--- src/aurw_pkg.sv ---
// package: register map, field positions and reset values of the serial receiver
package aurw_pkg;

  // register offsets (byte-wide registers on a plain port)
  localparam logic [3:0] OFS_RX_STATUS_CTRL = 4'h0;
  localparam logic [3:0] OFS_RX_DATA        = 4'h1;
  localparam logic [3:0] OFS_TX_STATUS_CTRL = 4'h2;
  localparam logic [3:0] OFS_BAUD_LINE_CTRL = 4'h3;
  localparam logic [3:0] OFS_BAUD_DIV_HIGH  = 4'h4;
  localparam logic [3:0] OFS_BAUD_DIV_LOW   = 4'h5;
  localparam logic [3:0] OFS_PERIPH_FLAGS   = 4'h6;
  localparam logic [3:0] OFS_PERIPH_ENABLES = 4'h7;
  localparam logic [3:0] OFS_PERIPH_PRIO    = 4'h8;

  // receive_status_control fields
  localparam int RSC_PORT_EN   = 7;
  localparam int RSC_NINE_BIT  = 6;
  localparam int RSC_CONT_RX   = 4;
  localparam int RSC_ADDR_DET  = 3;
  localparam int RSC_FRAME_ERR = 2;
  localparam int RSC_OVERRUN   = 1;
  localparam int RSC_NINTH_BIT = 0;
  // transmit_status_control fields
  localparam int TSC_SYNC_MODE = 4;
  localparam int TSC_HIGH_SPD  = 2;
  // baud_and_line_control fields
  localparam int BLC_RX_IDLE   = 6;
  localparam int BLC_RX_INVERT = 5;
  localparam int BLC_TX_INVERT = 4;
  localparam int BLC_SIXTEEN   = 3;
  localparam int BLC_WAKEUP    = 1;
  // peripheral flag / enable / priority field
  localparam int PF_RX_DONE    = 5;

  // reset values
  localparam logic [7:0] RST_RX_STATUS_CTRL = 8'h00;
  localparam logic [7:0] RST_TX_STATUS_CTRL = 8'h02;
  localparam logic [7:0] RST_BAUD_LINE_CTRL = 8'h40;
  localparam logic [7:0] RST_BYTE           = 8'h00;
  localparam logic [7:0] RST_LINE_IDLE      = 8'h01;

  // timing counts
  localparam int OVERSAMPLE    = 16;
  localparam int MID_SAMPLE    = 7;
  localparam int SHORT_PRESCALE = 4;

  typedef enum logic [1:0] {
    AURW_IDLE  = 2'b00,
    AURW_START = 2'b01,
    AURW_DATA  = 2'b11,
    AURW_STOP  = 2'b10
  } aurw_state_e;

  typedef struct packed {
    logic       nine;
    logic [8:0] data;
    logic       stop_ok;
  } aurw_char_s;

endpackage

--- src/aurw_baud_gen.sv ---
// baud rate generator: one-cycle tick at sixteen times the bit rate
`timescale 1ns/1ps
`default_nettype none
module aurw_baud_gen
  import aurw_pkg::*;
#(
  parameter int DIV_W = 16
) (
  input  wire logic             clk_i,
  input  wire logic             rst_b_i,
  input  wire logic             run_i,
  input  wire logic             high_speed_i,
  input  wire logic             sixteen_i,
  input  wire logic [DIV_W-1:0] divisor_i,
  output logic                  tick_o
);
  // -----------------------------------------------------------------
  // divider chain
  // -----------------------------------------------------------------
  logic [DIV_W-1:0] count;
  logic [1:0]       pre;
  logic             short_path;
  logic [DIV_W-1:0] eff_div;
  logic             pre_done;
  logic             cnt_done;

  // (RULE22) x16 when either speed bit is set, else x64 via prescale of four
  assign short_path = high_speed_i | sixteen_i;
  assign eff_div    = sixteen_i ? divisor_i : {{(DIV_W-8){1'b0}}, divisor_i[7:0]};
  assign cnt_done   = (count == '0);
  assign pre_done   = short_path | (pre == 2'(SHORT_PRESCALE - 1));
  assign tick_o     = run_i & cnt_done & pre_done;

  // (RULE12) counter and prescaler held at zero whenever run_i is low
  always_ff @(posedge clk_i or negedge rst_b_i) begin
    if (!rst_b_i) begin
      count <= '0;
      pre   <= 2'h0;
    end else if (!run_i) begin
      count <= '0;
      pre   <= 2'h0;
    end else if (cnt_done) begin
      count <= eff_div;
      pre   <= pre_done ? 2'h0 : pre + 2'h1;
    end else begin
      count <= count - DIV_W'(1);
    end
  end
endmodule
`default_nettype wire

--- src/aurw_shifter.sv ---
// receive shifter: start, data and stop sampling at sixteen ticks per bit
`timescale 1ns/1ps
`default_nettype none
module aurw_shifter
  import aurw_pkg::*;
(
  input  wire logic clk_i,
  input  wire logic rst_b_i,
  input  wire logic enable_i,
  input  wire logic tick_i,
  input  wire logic line_i,
  input  wire logic nine_i,
  output logic      busy_o,
  output logic      done_o,
  output aurw_pkg::aurw_char_s char_o
);
  // -----------------------------------------------------------------
  // bit sampler
  // -----------------------------------------------------------------
  aurw_state_e state;
  logic [3:0]  phase;
  logic [3:0]  bit_cnt;
  logic [8:0]  shreg;
  logic        mid;
  logic        last_bit;

  assign mid      = tick_i & (phase == 4'(MID_SAMPLE));
  // (RULE4) nine-bit character length
  assign last_bit = bit_cnt == (nine_i ? 4'h8 : 4'h7);
  assign busy_o   = state != AURW_IDLE;

  // (RULE1) x16 phase counter; shifter moves once per bit at mid sample
  always_ff @(posedge clk_i or negedge rst_b_i) begin
    if (!rst_b_i) begin
      state   <= AURW_IDLE;
      phase   <= 4'h0;
      bit_cnt <= 4'h0;
      shreg   <= 9'h000;
      done_o  <= 1'b0;
      char_o  <= '0;
    end else begin
      done_o <= 1'b0;
      if (!enable_i) begin
        state <= AURW_IDLE;
      end else if (tick_i) begin
        phase <= phase + 4'h1;
        unique case (state)
          AURW_IDLE: begin
            phase <= 4'h0;
            if (!line_i) begin
              state <= AURW_START;
              phase <= 4'h1;
            end
          end
          AURW_START: begin
            if (mid) begin
              state   <= line_i ? AURW_IDLE : AURW_DATA;
              bit_cnt <= 4'h0;
            end
          end
          // (RULE21) lsb first, eight or nine data bits
          AURW_DATA: begin
            if (mid) begin
              shreg   <= nine_i ? {line_i, shreg[8:1]} : {1'b0, line_i, shreg[7:1]};
              bit_cnt <= bit_cnt + 4'h1;
              if (last_bit) begin
                state <= AURW_STOP;
              end
            end
          end
          AURW_STOP: begin
            if (mid) begin
              state  <= AURW_IDLE;
              done_o <= 1'b1;
              char_o <= '{nine: nine_i, data: shreg, stop_ok: line_i};
            end
          end
        endcase
      end
    end
  end
endmodule
`default_nettype wire

--- src/aurw_top.sv ---
// top of the asynchronous serial receiver with address detect and wake-up
//
// Notes on behaviour
// (RULE1) bits are recovered with a x16 sampler; the shifter moves once per bit
// (RULE2) receive polarity bit inverts the line before recovery
// (RULE3) asynchronous operation needs sync bit clear and port enable set
// (RULE4) nine-bit select receives nine data bits per character
// (RULE5) characters are received only while continuous receive is enabled
// (RULE6) a finished character sets the done flag; interrupt when enabled
// (RULE7) ninth bit, framing and overrun flags readable in receive status
// (RULE8) reading the data register returns the received eight-bit character
// (RULE9) clearing continuous receive clears latched receive errors
// (RULE10) nine-bit mode plus address enable selects address detect
// (RULE11) with address detect off every character is loaded and flagged; one completing into a full buffer is dropped and sets overrun instead
// (RULE12) sleep stops the baud generator and normal reception
// (RULE13) wake-up enable disables reception and watches the line
// (RULE14) a falling edge on the line is the wake-up event
// (RULE15) after wake-up the done flag is set, also while asleep
// (RULE16) reading the data register clears the done condition
// (RULE17) a rising edge after wake-up clears wake-up enable; reception resumes
// (RULE18) wake-up detection works only in asynchronous mode
// (RULE19) the far end sends an all-zero first character for wake-up
// (RULE20) the far end leaves a long enough break and idle time after it
// (RULE21) framing: start bit, eight or nine data bits, stop bit, lsb first
// (RULE22) baud generator runs at x16 or x64 per the two speed bits
// (RULE23) receiver-idle status bit shows whether reception is in progress
// (RULE24) in address detect only ninth-bit-one characters are loaded
// (RULE25) stop bit low sets framing error; completion while full sets overrun
//
// The implementer's own choices: the register offsets and the strobed register port.
`timescale 1ns/1ps
`default_nettype none
module aurw_top
  import aurw_pkg::*;
#(
  parameter int DIV_W = 16
) (
  input  wire logic       CLK_SYS_I,
  input  wire logic       RST_B_I,
  input  wire logic       SLEEP_I,
  input  wire logic       RX_LINE_I,
  input  wire logic [3:0] ADDR_I,
  input  wire logic [7:0] WDATA_I,
  input  wire logic       WR_I,
  input  wire logic       RD_I,
  output logic      [7:0] RDATA_O,
  output logic            RX_IRQ_O,
  output logic            WAKE_O
);
  // -----------------------------------------------------------------
  // registers and decode
  // -----------------------------------------------------------------
  logic [7:0] rx_ctrl;
  logic [7:0] tx_ctrl;
  logic [7:0] baud_ctrl;
  logic [7:0] div_high;
  logic [7:0] div_low;
  logic [7:0] p_enables;
  logic [7:0] p_prio;
  logic [7:0] p_flags_wr;
  logic [7:0] rx_buf;
  logic       buf_ninth;
  logic       buf_full;
  logic       frame_err;
  logic       overrun;
  logic       rx_done_flag;
  logic       wake_enable;
  logic       wake_seen;
  logic       line_q;

  wire wr_rsc  = WR_I & (ADDR_I == OFS_RX_STATUS_CTRL);
  wire wr_tsc  = WR_I & (ADDR_I == OFS_TX_STATUS_CTRL);
  wire wr_blc  = WR_I & (ADDR_I == OFS_BAUD_LINE_CTRL);
  wire wr_divh = WR_I & (ADDR_I == OFS_BAUD_DIV_HIGH);
  wire wr_divl = WR_I & (ADDR_I == OFS_BAUD_DIV_LOW);
  wire wr_pf   = WR_I & (ADDR_I == OFS_PERIPH_FLAGS);
  wire wr_pe   = WR_I & (ADDR_I == OFS_PERIPH_ENABLES);
  wire wr_pp   = WR_I & (ADDR_I == OFS_PERIPH_PRIO);
  wire rd_data = RD_I & (ADDR_I == OFS_RX_DATA);

  // -----------------------------------------------------------------
  // mode decode
  // -----------------------------------------------------------------
  wire port_en   = rx_ctrl[RSC_PORT_EN];
  wire nine_sel  = rx_ctrl[RSC_NINE_BIT];
  wire cont_rx   = rx_ctrl[RSC_CONT_RX];
  // (RULE3) asynchronous only with sync clear and port enabled
  wire async_on  = port_en & ~tx_ctrl[TSC_SYNC_MODE];
  // (RULE10) address detect needs nine-bit mode
  wire addr_mode = nine_sel & rx_ctrl[RSC_ADDR_DET];
  // (RULE2) polarity applied ahead of the sampler and edge detect
  wire line      = RX_LINE_I ^ baud_ctrl[BLC_RX_INVERT];
  // (RULE12) sleep gates the generator; (RULE13) wake-up parks reception
  wire run       = async_on & ~SLEEP_I & ~wake_enable;
  // (RULE5) shifter only enabled while continuous receive is set
  wire rx_enable = run & cont_rx;

  wire       tick;
  wire       busy;
  wire       char_done;
  aurw_char_s rx_char;

  aurw_baud_gen #(
    .DIV_W (DIV_W)
  ) u_baud (
    .clk_i        (CLK_SYS_I),
    .rst_b_i      (RST_B_I),
    .run_i        (run),
    .high_speed_i (tx_ctrl[TSC_HIGH_SPD]),
    .sixteen_i    (baud_ctrl[BLC_SIXTEEN]),
    .divisor_i    (DIV_W'({div_high, div_low})),
    .tick_o       (tick)
  );

  aurw_shifter u_shift (
    .clk_i    (CLK_SYS_I),
    .rst_b_i  (RST_B_I),
    .enable_i (rx_enable),
    .tick_i   (tick),
    .line_i   (line),
    .nine_i   (nine_sel),
    .busy_o   (busy),
    .done_o   (char_done),
    .char_o   (rx_char)
  );

  // -----------------------------------------------------------------
  // character acceptance
  // -----------------------------------------------------------------
  // (RULE24) ninth bit zero is dropped in address mode; (RULE11) else all kept
  wire accept    = char_done & (~addr_mode | rx_char.data[8]);
  // (RULE25) completion into a full buffer is an overrun and is not stored
  wire load      = accept & ~buf_full;
  wire ovr_event = accept & buf_full;
  // (RULE14) falling edge while wake-up armed, (RULE18) async mode only
  wire wake_fall = wake_enable & async_on & ~wake_seen & line_q & ~line;
  // (RULE17) rising edge after the event ends the break
  wire wake_rise = wake_enable & wake_seen & ~line_q & line;

  always_ff @(posedge CLK_SYS_I or negedge RST_B_I) begin
    if (!RST_B_I) begin
      line_q <= 1'b1;
    end else begin
      line_q <= line;
    end
  end

  // data buffer and error flags
  always_ff @(posedge CLK_SYS_I or negedge RST_B_I) begin
    if (!RST_B_I) begin
      rx_buf    <= RST_BYTE;
      buf_ninth <= 1'b0;
      buf_full  <= 1'b0;
      frame_err <= 1'b0;
      overrun   <= 1'b0;
    end else begin
      if (load) begin
        rx_buf    <= rx_char.data[7:0];
        buf_ninth <= rx_char.data[8];
        // (RULE25) framing error reflects the stop bit of the held character
        frame_err <= ~rx_char.stop_ok;
      end
      // (RULE16) read empties the buffer; a new load in that cycle wins
      if (load) begin
        buf_full <= 1'b1;
      end else if (rd_data) begin
        buf_full <= 1'b0;
      end
      // (RULE25) overrun set wins; (RULE9) cleared by dropping continuous receive
      if (ovr_event) begin
        overrun <= 1'b1;
      end else if (!cont_rx) begin
        overrun <= 1'b0;
      end
      if (!cont_rx && !load) begin
        frame_err <= 1'b0;
      end
    end
  end

  // done flag and wake-up control
  always_ff @(posedge CLK_SYS_I or negedge RST_B_I) begin
    if (!RST_B_I) begin
      rx_done_flag <= 1'b0;
      wake_enable  <= 1'b0;
      wake_seen    <= 1'b0;
    end else begin
      // (RULE6) (RULE15) set wins over the read clear
      if (load || wake_fall) begin
        rx_done_flag <= 1'b1;
      end else if (rd_data) begin
        rx_done_flag <= 1'b0;
      end
      if (wake_fall) begin
        wake_seen <= 1'b1;
      end else if (wake_rise || !wake_enable) begin
        wake_seen <= 1'b0;
      end
      // (RULE17) hardware clear beats a software write in the same cycle
      if (wake_rise) begin
        wake_enable <= 1'b0;
      end else if (wr_blc) begin
        wake_enable <= WDATA_I[BLC_WAKEUP];
      end
    end
  end

  // software registers
  always_ff @(posedge CLK_SYS_I or negedge RST_B_I) begin
    if (!RST_B_I) begin
      rx_ctrl    <= RST_RX_STATUS_CTRL;
      tx_ctrl    <= RST_TX_STATUS_CTRL;
      baud_ctrl  <= RST_BAUD_LINE_CTRL;
      div_high   <= RST_BYTE;
      div_low    <= RST_BYTE;
      p_enables  <= RST_BYTE;
      p_prio     <= RST_BYTE;
      p_flags_wr <= RST_BYTE;
    end else begin
      if (wr_rsc) rx_ctrl <= WDATA_I;
      if (wr_tsc) tx_ctrl <= WDATA_I;
      if (wr_blc) baud_ctrl <= WDATA_I;
      if (wr_divh) div_high <= WDATA_I;
      if (wr_divl) div_low <= WDATA_I;
      if (wr_pe) p_enables <= WDATA_I;
      if (wr_pp) p_prio <= WDATA_I;
      if (wr_pf) p_flags_wr <= WDATA_I;
    end
  end

  // -----------------------------------------------------------------
  // read path
  // -----------------------------------------------------------------
  // (RULE7) status byte carries ninth bit and the two error flags
  wire [7:0] rd_rsc = {rx_ctrl[7:3], frame_err, overrun, buf_ninth};
  // (RULE23) idle bit reads one while no character is in progress
  wire [7:0] rd_blc = {1'b0, ~busy, baud_ctrl[5:3], 1'b0, wake_enable, 1'b0};
  wire [7:0] rd_pf  = {p_flags_wr[7:6], rx_done_flag, p_flags_wr[4:0]};
  wire [7:0] rd_tsc = {tx_ctrl[7:2], 1'b1, tx_ctrl[0]};

  logic [7:0] next_rdata;
  always_comb begin
    next_rdata = RST_BYTE;
    unique case (ADDR_I)
      OFS_RX_STATUS_CTRL: next_rdata = rd_rsc;
      // (RULE8) data read returns the held character
      OFS_RX_DATA:        next_rdata = rx_buf;
      OFS_TX_STATUS_CTRL: next_rdata = rd_tsc;
      OFS_BAUD_LINE_CTRL: next_rdata = rd_blc;
      OFS_BAUD_DIV_HIGH:  next_rdata = div_high;
      OFS_BAUD_DIV_LOW:   next_rdata = div_low;
      OFS_PERIPH_FLAGS:   next_rdata = rd_pf;
      OFS_PERIPH_ENABLES: next_rdata = p_enables;
      OFS_PERIPH_PRIO:    next_rdata = p_prio;
      default:            next_rdata = RST_BYTE;
    endcase
  end

  always_ff @(posedge CLK_SYS_I or negedge RST_B_I) begin
    if (!RST_B_I) begin
      RDATA_O <= RST_BYTE;
    end else begin
      RDATA_O <= RD_I ? next_rdata : RST_BYTE;
    end
  end

  // (RULE6) request follows the flag gated by the enable
  assign RX_IRQ_O = rx_done_flag & p_enables[PF_RX_DONE];
  // asynchronous wake path for a sleeping core, level from registers
  assign WAKE_O   = wake_seen;

  // -----------------------------------------------------------------
  // checks
  // -----------------------------------------------------------------
  a_flag_on_load: assert property (@(posedge CLK_SYS_I) disable iff (!RST_B_I) // RULE6
    load |=> rx_done_flag) else $error("done flag not set after load");
  a_read_clears: assert property (@(posedge CLK_SYS_I) disable iff (!RST_B_I) // RULE16
    rd_data && !load && !wake_fall |=> !rx_done_flag) else $error("read did not clear flag");
  a_wake_clears: assert property (@(posedge CLK_SYS_I) disable iff (!RST_B_I) // RULE17
    wake_rise |=> !wake_enable) else $error("wake enable not cleared");
  a_wake_flags: assert property (@(posedge CLK_SYS_I) disable iff (!RST_B_I) // RULE15
    wake_fall |=> rx_done_flag && wake_seen) else $error("wake event not flagged");
  a_no_rx_wake: assert property (@(posedge CLK_SYS_I) disable iff (!RST_B_I) // RULE13
    wake_enable |-> !tick) else $error("baud tick while wake-up armed");
  a_sleep_halt: assert property (@(posedge CLK_SYS_I) disable iff (!RST_B_I) // RULE12
    SLEEP_I |-> !tick) else $error("baud tick in sleep");
  a_overrun_set: assert property (@(posedge CLK_SYS_I) disable iff (!RST_B_I) // RULE25
    ovr_event |=> overrun && $stable(rx_buf)) else $error("overrun not flagged");
  a_err_clear: assert property (@(posedge CLK_SYS_I) disable iff (!RST_B_I) // RULE9
    !cont_rx && !load |=> !overrun && !frame_err) else $error("errors not cleared");
  a_addr_drop: assert property (@(posedge CLK_SYS_I) disable iff (!RST_B_I) // RULE24
    char_done && addr_mode && !rx_char.data[8] |=> $stable(rx_buf)) else $error("address drop");
endmodule
`default_nettype wire

--- config.mk ---
export PLATFORM = sky130hd
export DESIGN_NAME = aurw_top
export DESIGN_NICKNAME = d
export VERILOG_FILES = /design/src/aurw_pkg.sv /design/src/aurw_baud_gen.sv /design/src/aurw_shifter.sv /design/src/aurw_top.sv
export SDC_FILE = /design/constraint.sdc
export NUM_CORES = 1
export LEC_CHECK = 0
export BUFFER_PORTS_ARGS = -buffer_cell sky130_fd_sc_hd__buf_4
export CORE_UTILIZATION = 45
export DETAILED_ROUTE_END_ITERATION = 10
export GPL_TIMING_DRIVEN = 0
export PLACE_DENSITY = 0.57
export SLEW_MARGIN = 20
export SYNTH_ARGS = -nofsm -noshare
export SYNTH_HDL_FRONTEND = slang
export SYNTH_SLANG_ARGS = --single-unit
export TNS_END_PERCENT = 100
--- constraint.sdc ---
create_clock -name CLK_SYS_I -period 2.7 [get_ports CLK_SYS_I]
set_clock_uncertainty 0.05 [all_clocks]
set_input_delay 0.135 -clock CLK_SYS_I [delete_from_list [all_inputs] [get_ports CLK_SYS_I]]
set_output_delay 0.135 -clock CLK_SYS_I [all_outputs]
set_load 0.02 [all_outputs]
==> key figures <==
Floorplan
  • Starting Density: 46.8%
  • Core area: 0.0128 sq mm
  • Die Wd: about 120 um
  • Die ar.: 0.0138 sq mm
  • I/O pin cnt: 28
  • Die span in y: 118 um
  • Row count: 41

Drt
  • Routed Antenna Nets: 0
  • First-iteration detailed-routing DRC count: 269
  • Routed Wire Length: roughly 15 mm
  • Drt drc: 0
  • Vias: between 4000 and 5000
  • Via-per-instance ratio: 5.88
  • Wire per inst: 20.7 um
  • DRT Pass-1 Iters: 5

Setup path
  • Worst path bufs/invs: 1
  • CP max stage cell: nor4_4
  • CP Launch Point: tx_ctrl[4]
  • CP Class: reg2reg
  • Crit path max-delay family: simple AND/OR/NAND/NOR gates
  • Crit end category: register
  • Crit Path Max Fanout: 10
  • Startpoint Class: register
  • CP Data Required Time: around 2.9 ns
  • Critical-path cell list: or4b_1 > buf_2 > nor4_4 > mux2_2
  • Arrival time at the worst endpoint: 2.78 ns
  • Crit Reg-Reg Startpoint: tx_ctrl[4]
  • Max stage delay on crit path: 0.77 ns

Place
  • Placed Cells: 694
  • Gpl congestion: 0.854
  • Area after DPL: 0.00646 sq mm
  • Port bufs: 27
  • Pre-CTS worst setup slack: -0.0164 ns
  • Dpl hpwl: 10.8 mm

Pwr
  • Switching power: 2180 uW
  • Net Sw Frac: 33.5%
  • Combinational share of power: 29.7%
  • Leakage power: 0.00313 uW
  • Pwr Density: 916 mW/mm^2
  • Flop pwr share: 37.8%
  • P_int: 4330 uW
  • VDD IR max: 0.509 mV
  • Clock power share: 32.5%

GRT
  • Met3 Use GR: 5.18%
  • Met2 usage: between 30% and 40%
  • Total congestion overflow: 0
  • First-pass GRT wire length: between 20 and 25 mm
  • Vias in the first global route: 4313
  • M1 GR Usage: 32.9%
  • Largest net degree at the start of global routing: 65
  • Gr busiest metal: met2
  • Initial antenna violation count: 0
  • GRT Util Overall: 23.5%

Worst hold path
  • Worst hold start: WDATA_I[5]
  • Worst Hold Class: in2reg

Logic synthesis
  • EDFF count, synth: 0
  • Top FF cell, synth: dfrtp_1
  • Most common cell in the netlist: dfrtp_1
  • Async S/R FF share, synth: between 90% and 100%
  • Synth Register Bits: 126
  • Netlist cell types: between 60 and 70
  • Area leader, netlist: dfrtp_1
  • Top-area cell type share of the netlist area: 52.1%
  • Cell Area, Synth: 0.00601 sq mm
  • Yosys warns: 0
  • Synth Instances: 494
  • Mapped Nets: 517
  • Ranking of synthesized cells by area: dfrtp_1 (52%), mux2_2 (16%), mux2i_1 (2.2%)
  • Synth cell count leaders: dfrtp_1 (125), mux2_2 (83), nand2_1 (30), nor2_1 (21), o21ai_0 (17)
  • Mean Syn Cell Area: 12.2 sq um
  • Seq/Total Area, Yosys: 52.5%

Clock tree
  • CTS Sinks: ~130
  • Clock H-tree levels: 4
  • CTS buffer count: 17
  • Insertion delay to the later sink of the worst-skew pair: 0.41 ns
  • CTS Buffer Depth: 2
  • Clock root buffer: clkbuf_16
  • Clock transition at path regs: around 0.05 ns
  • Post-CTS setup buffer count: 0
  • CTS tree: done

Cells and area
  • Max reg flops: 16
  • Biggest register: u_baud.count
  • Post-route cell area: 0.00710 sq mm
  • Finished Layout Cells: 730
  • Regs by FF count: u_baud.count (16), u_shift.char_o (10), u_shift.shreg (9)
  • Layout net count: 570
  • Number of antenna cells inserted: 0
  • Synth-to-layout area growth: 18.3%
  • Share of layout cells above drive strength 1: about 28%

STA
  • Final hold violation count: 0
  • Final period util: 93.9%
  • Endpoints failing setup: 0
  • F_max: about 390 MHz
  • RSZ-0062 raised after global routing: false
  • Slew HR: 36.5%
  • Setup TNS: 0 ns
  • Slew @ Worst Pin: between 0.9 and 1 ns
  • Fin crit period: approximately 2.5 ns
  • Pins Over Slew Limit: 0
  • PnR worst setup slack: 0.165 ns
  • WHS: 0.0198 ns

Job
  • Max-capacitance violation count: 0

Status
  • Outcome: finished, final reports clean
[cells by family (layout without fill, tap and decap cells)]
kind of cell / count (synthesis) / count (layout) / share of synthesized area [%]
buffers and inverters: 30 / 94 / 1.98
flip-flops: 126 / 126 / 52.5
XOR/XNOR: 13 / 13 / 1.90
multiplexers: 96 / 96 / 17.7
AND/OR/NAND/NOR: 135 / 135 / 13.6
adder cells (fa/ha/maj): 5 / 5 / 1.04
AO/OA/AOI/OAI: 89 / 89 / 11.2
[cell type report]
| type | count | area [sq um] |
|---|---|---|
| sequential | 126 | 3150 |
| clock inverter | 7 | 62.6 |
| multi-input combinational | 338 | 2760 |
| fill | 1117 | 5720 |
| tap | 172 | 215 |
| inverter | 11 | 41.3 |
| clock buffer | 23 | 488 |
| timing repair buffer | 35 | 308 |
| buffer | 18 | 73.8 |
[per-stage QoR]
step | total power, uW | utilization [%]
after floorplan | 3790 | -
after global routing | 6890 | 55.4
after global placement | 4350 | 50.1
after CTS | 6540 | 55.2
final | 6510 | 55.4
after detailed placement | 4380 | 50.4
[per-layer routing]
layer	vias up	wire, um	part of all wire (%)
met4	0	203	1.3
met5	-	0	0
met1	2183	7060	47
met3	14	654	4.3
met2	123	7200	48
li1	1972	-	-
[layout by cell type (no fill, tap or decap), types with 11 or more instances in the layout]
| cell type | netlist | routed |
|---|---|---|
| dfrtp_1 | 125 | 125 |
| mux2_2 | 83 | 83 |
| nand2_1 | 30 | 30 |
| buf_4 | 1 | 27 |
| nor2_1 | 21 | 21 |
| o21ai_0 | 17 | 17 |
| clkbuf_16 | 0 | 17 |
| nand3_1 | 16 | 16 |
| clkbuf_1 | 14 | 15 |
| mux2i_1 | 13 | 13 |
| a22o_1 | 11 | 11 |
[final timing paths]
path	slack, ns	end	depth (start not counted)
worst min register to register	0.42	frame_err	1
worst max-delay path	0.16	u_shift.char_o[6]	4
min in group asynchronous	0.20	u_shift.phase[2]	2
worst max register to register	0.16	u_shift.char_o[6]	4
worst min-delay path	0.02	div_high[5]	2
max in group asynchronous	1.69	line_q	3
[power by group through the flow]
stage | registers (uW) | clock network (uW) | logic [uW]
after floorplan | 2380 | 0 | 1400
after global placement | 2460 | 0 | 1890
after detailed placement | 2470 | 0 | 1910
after CTS | 2440 | 2160 | 1940
after global routing | 2490 | 2260 | 2150
final | 2460 | 2120 | 1930
[timing repair]
action / in CTS / in global routing
pin swaps: 1 / 0
hold endpoints to repair: 89 / 0
endpoints found under the setup margin: 10 / 29
gates resized for setup: 0 / 3
hold buffers: 7 / 0
No activity file was read; power rests on OpenSTA's default activity.
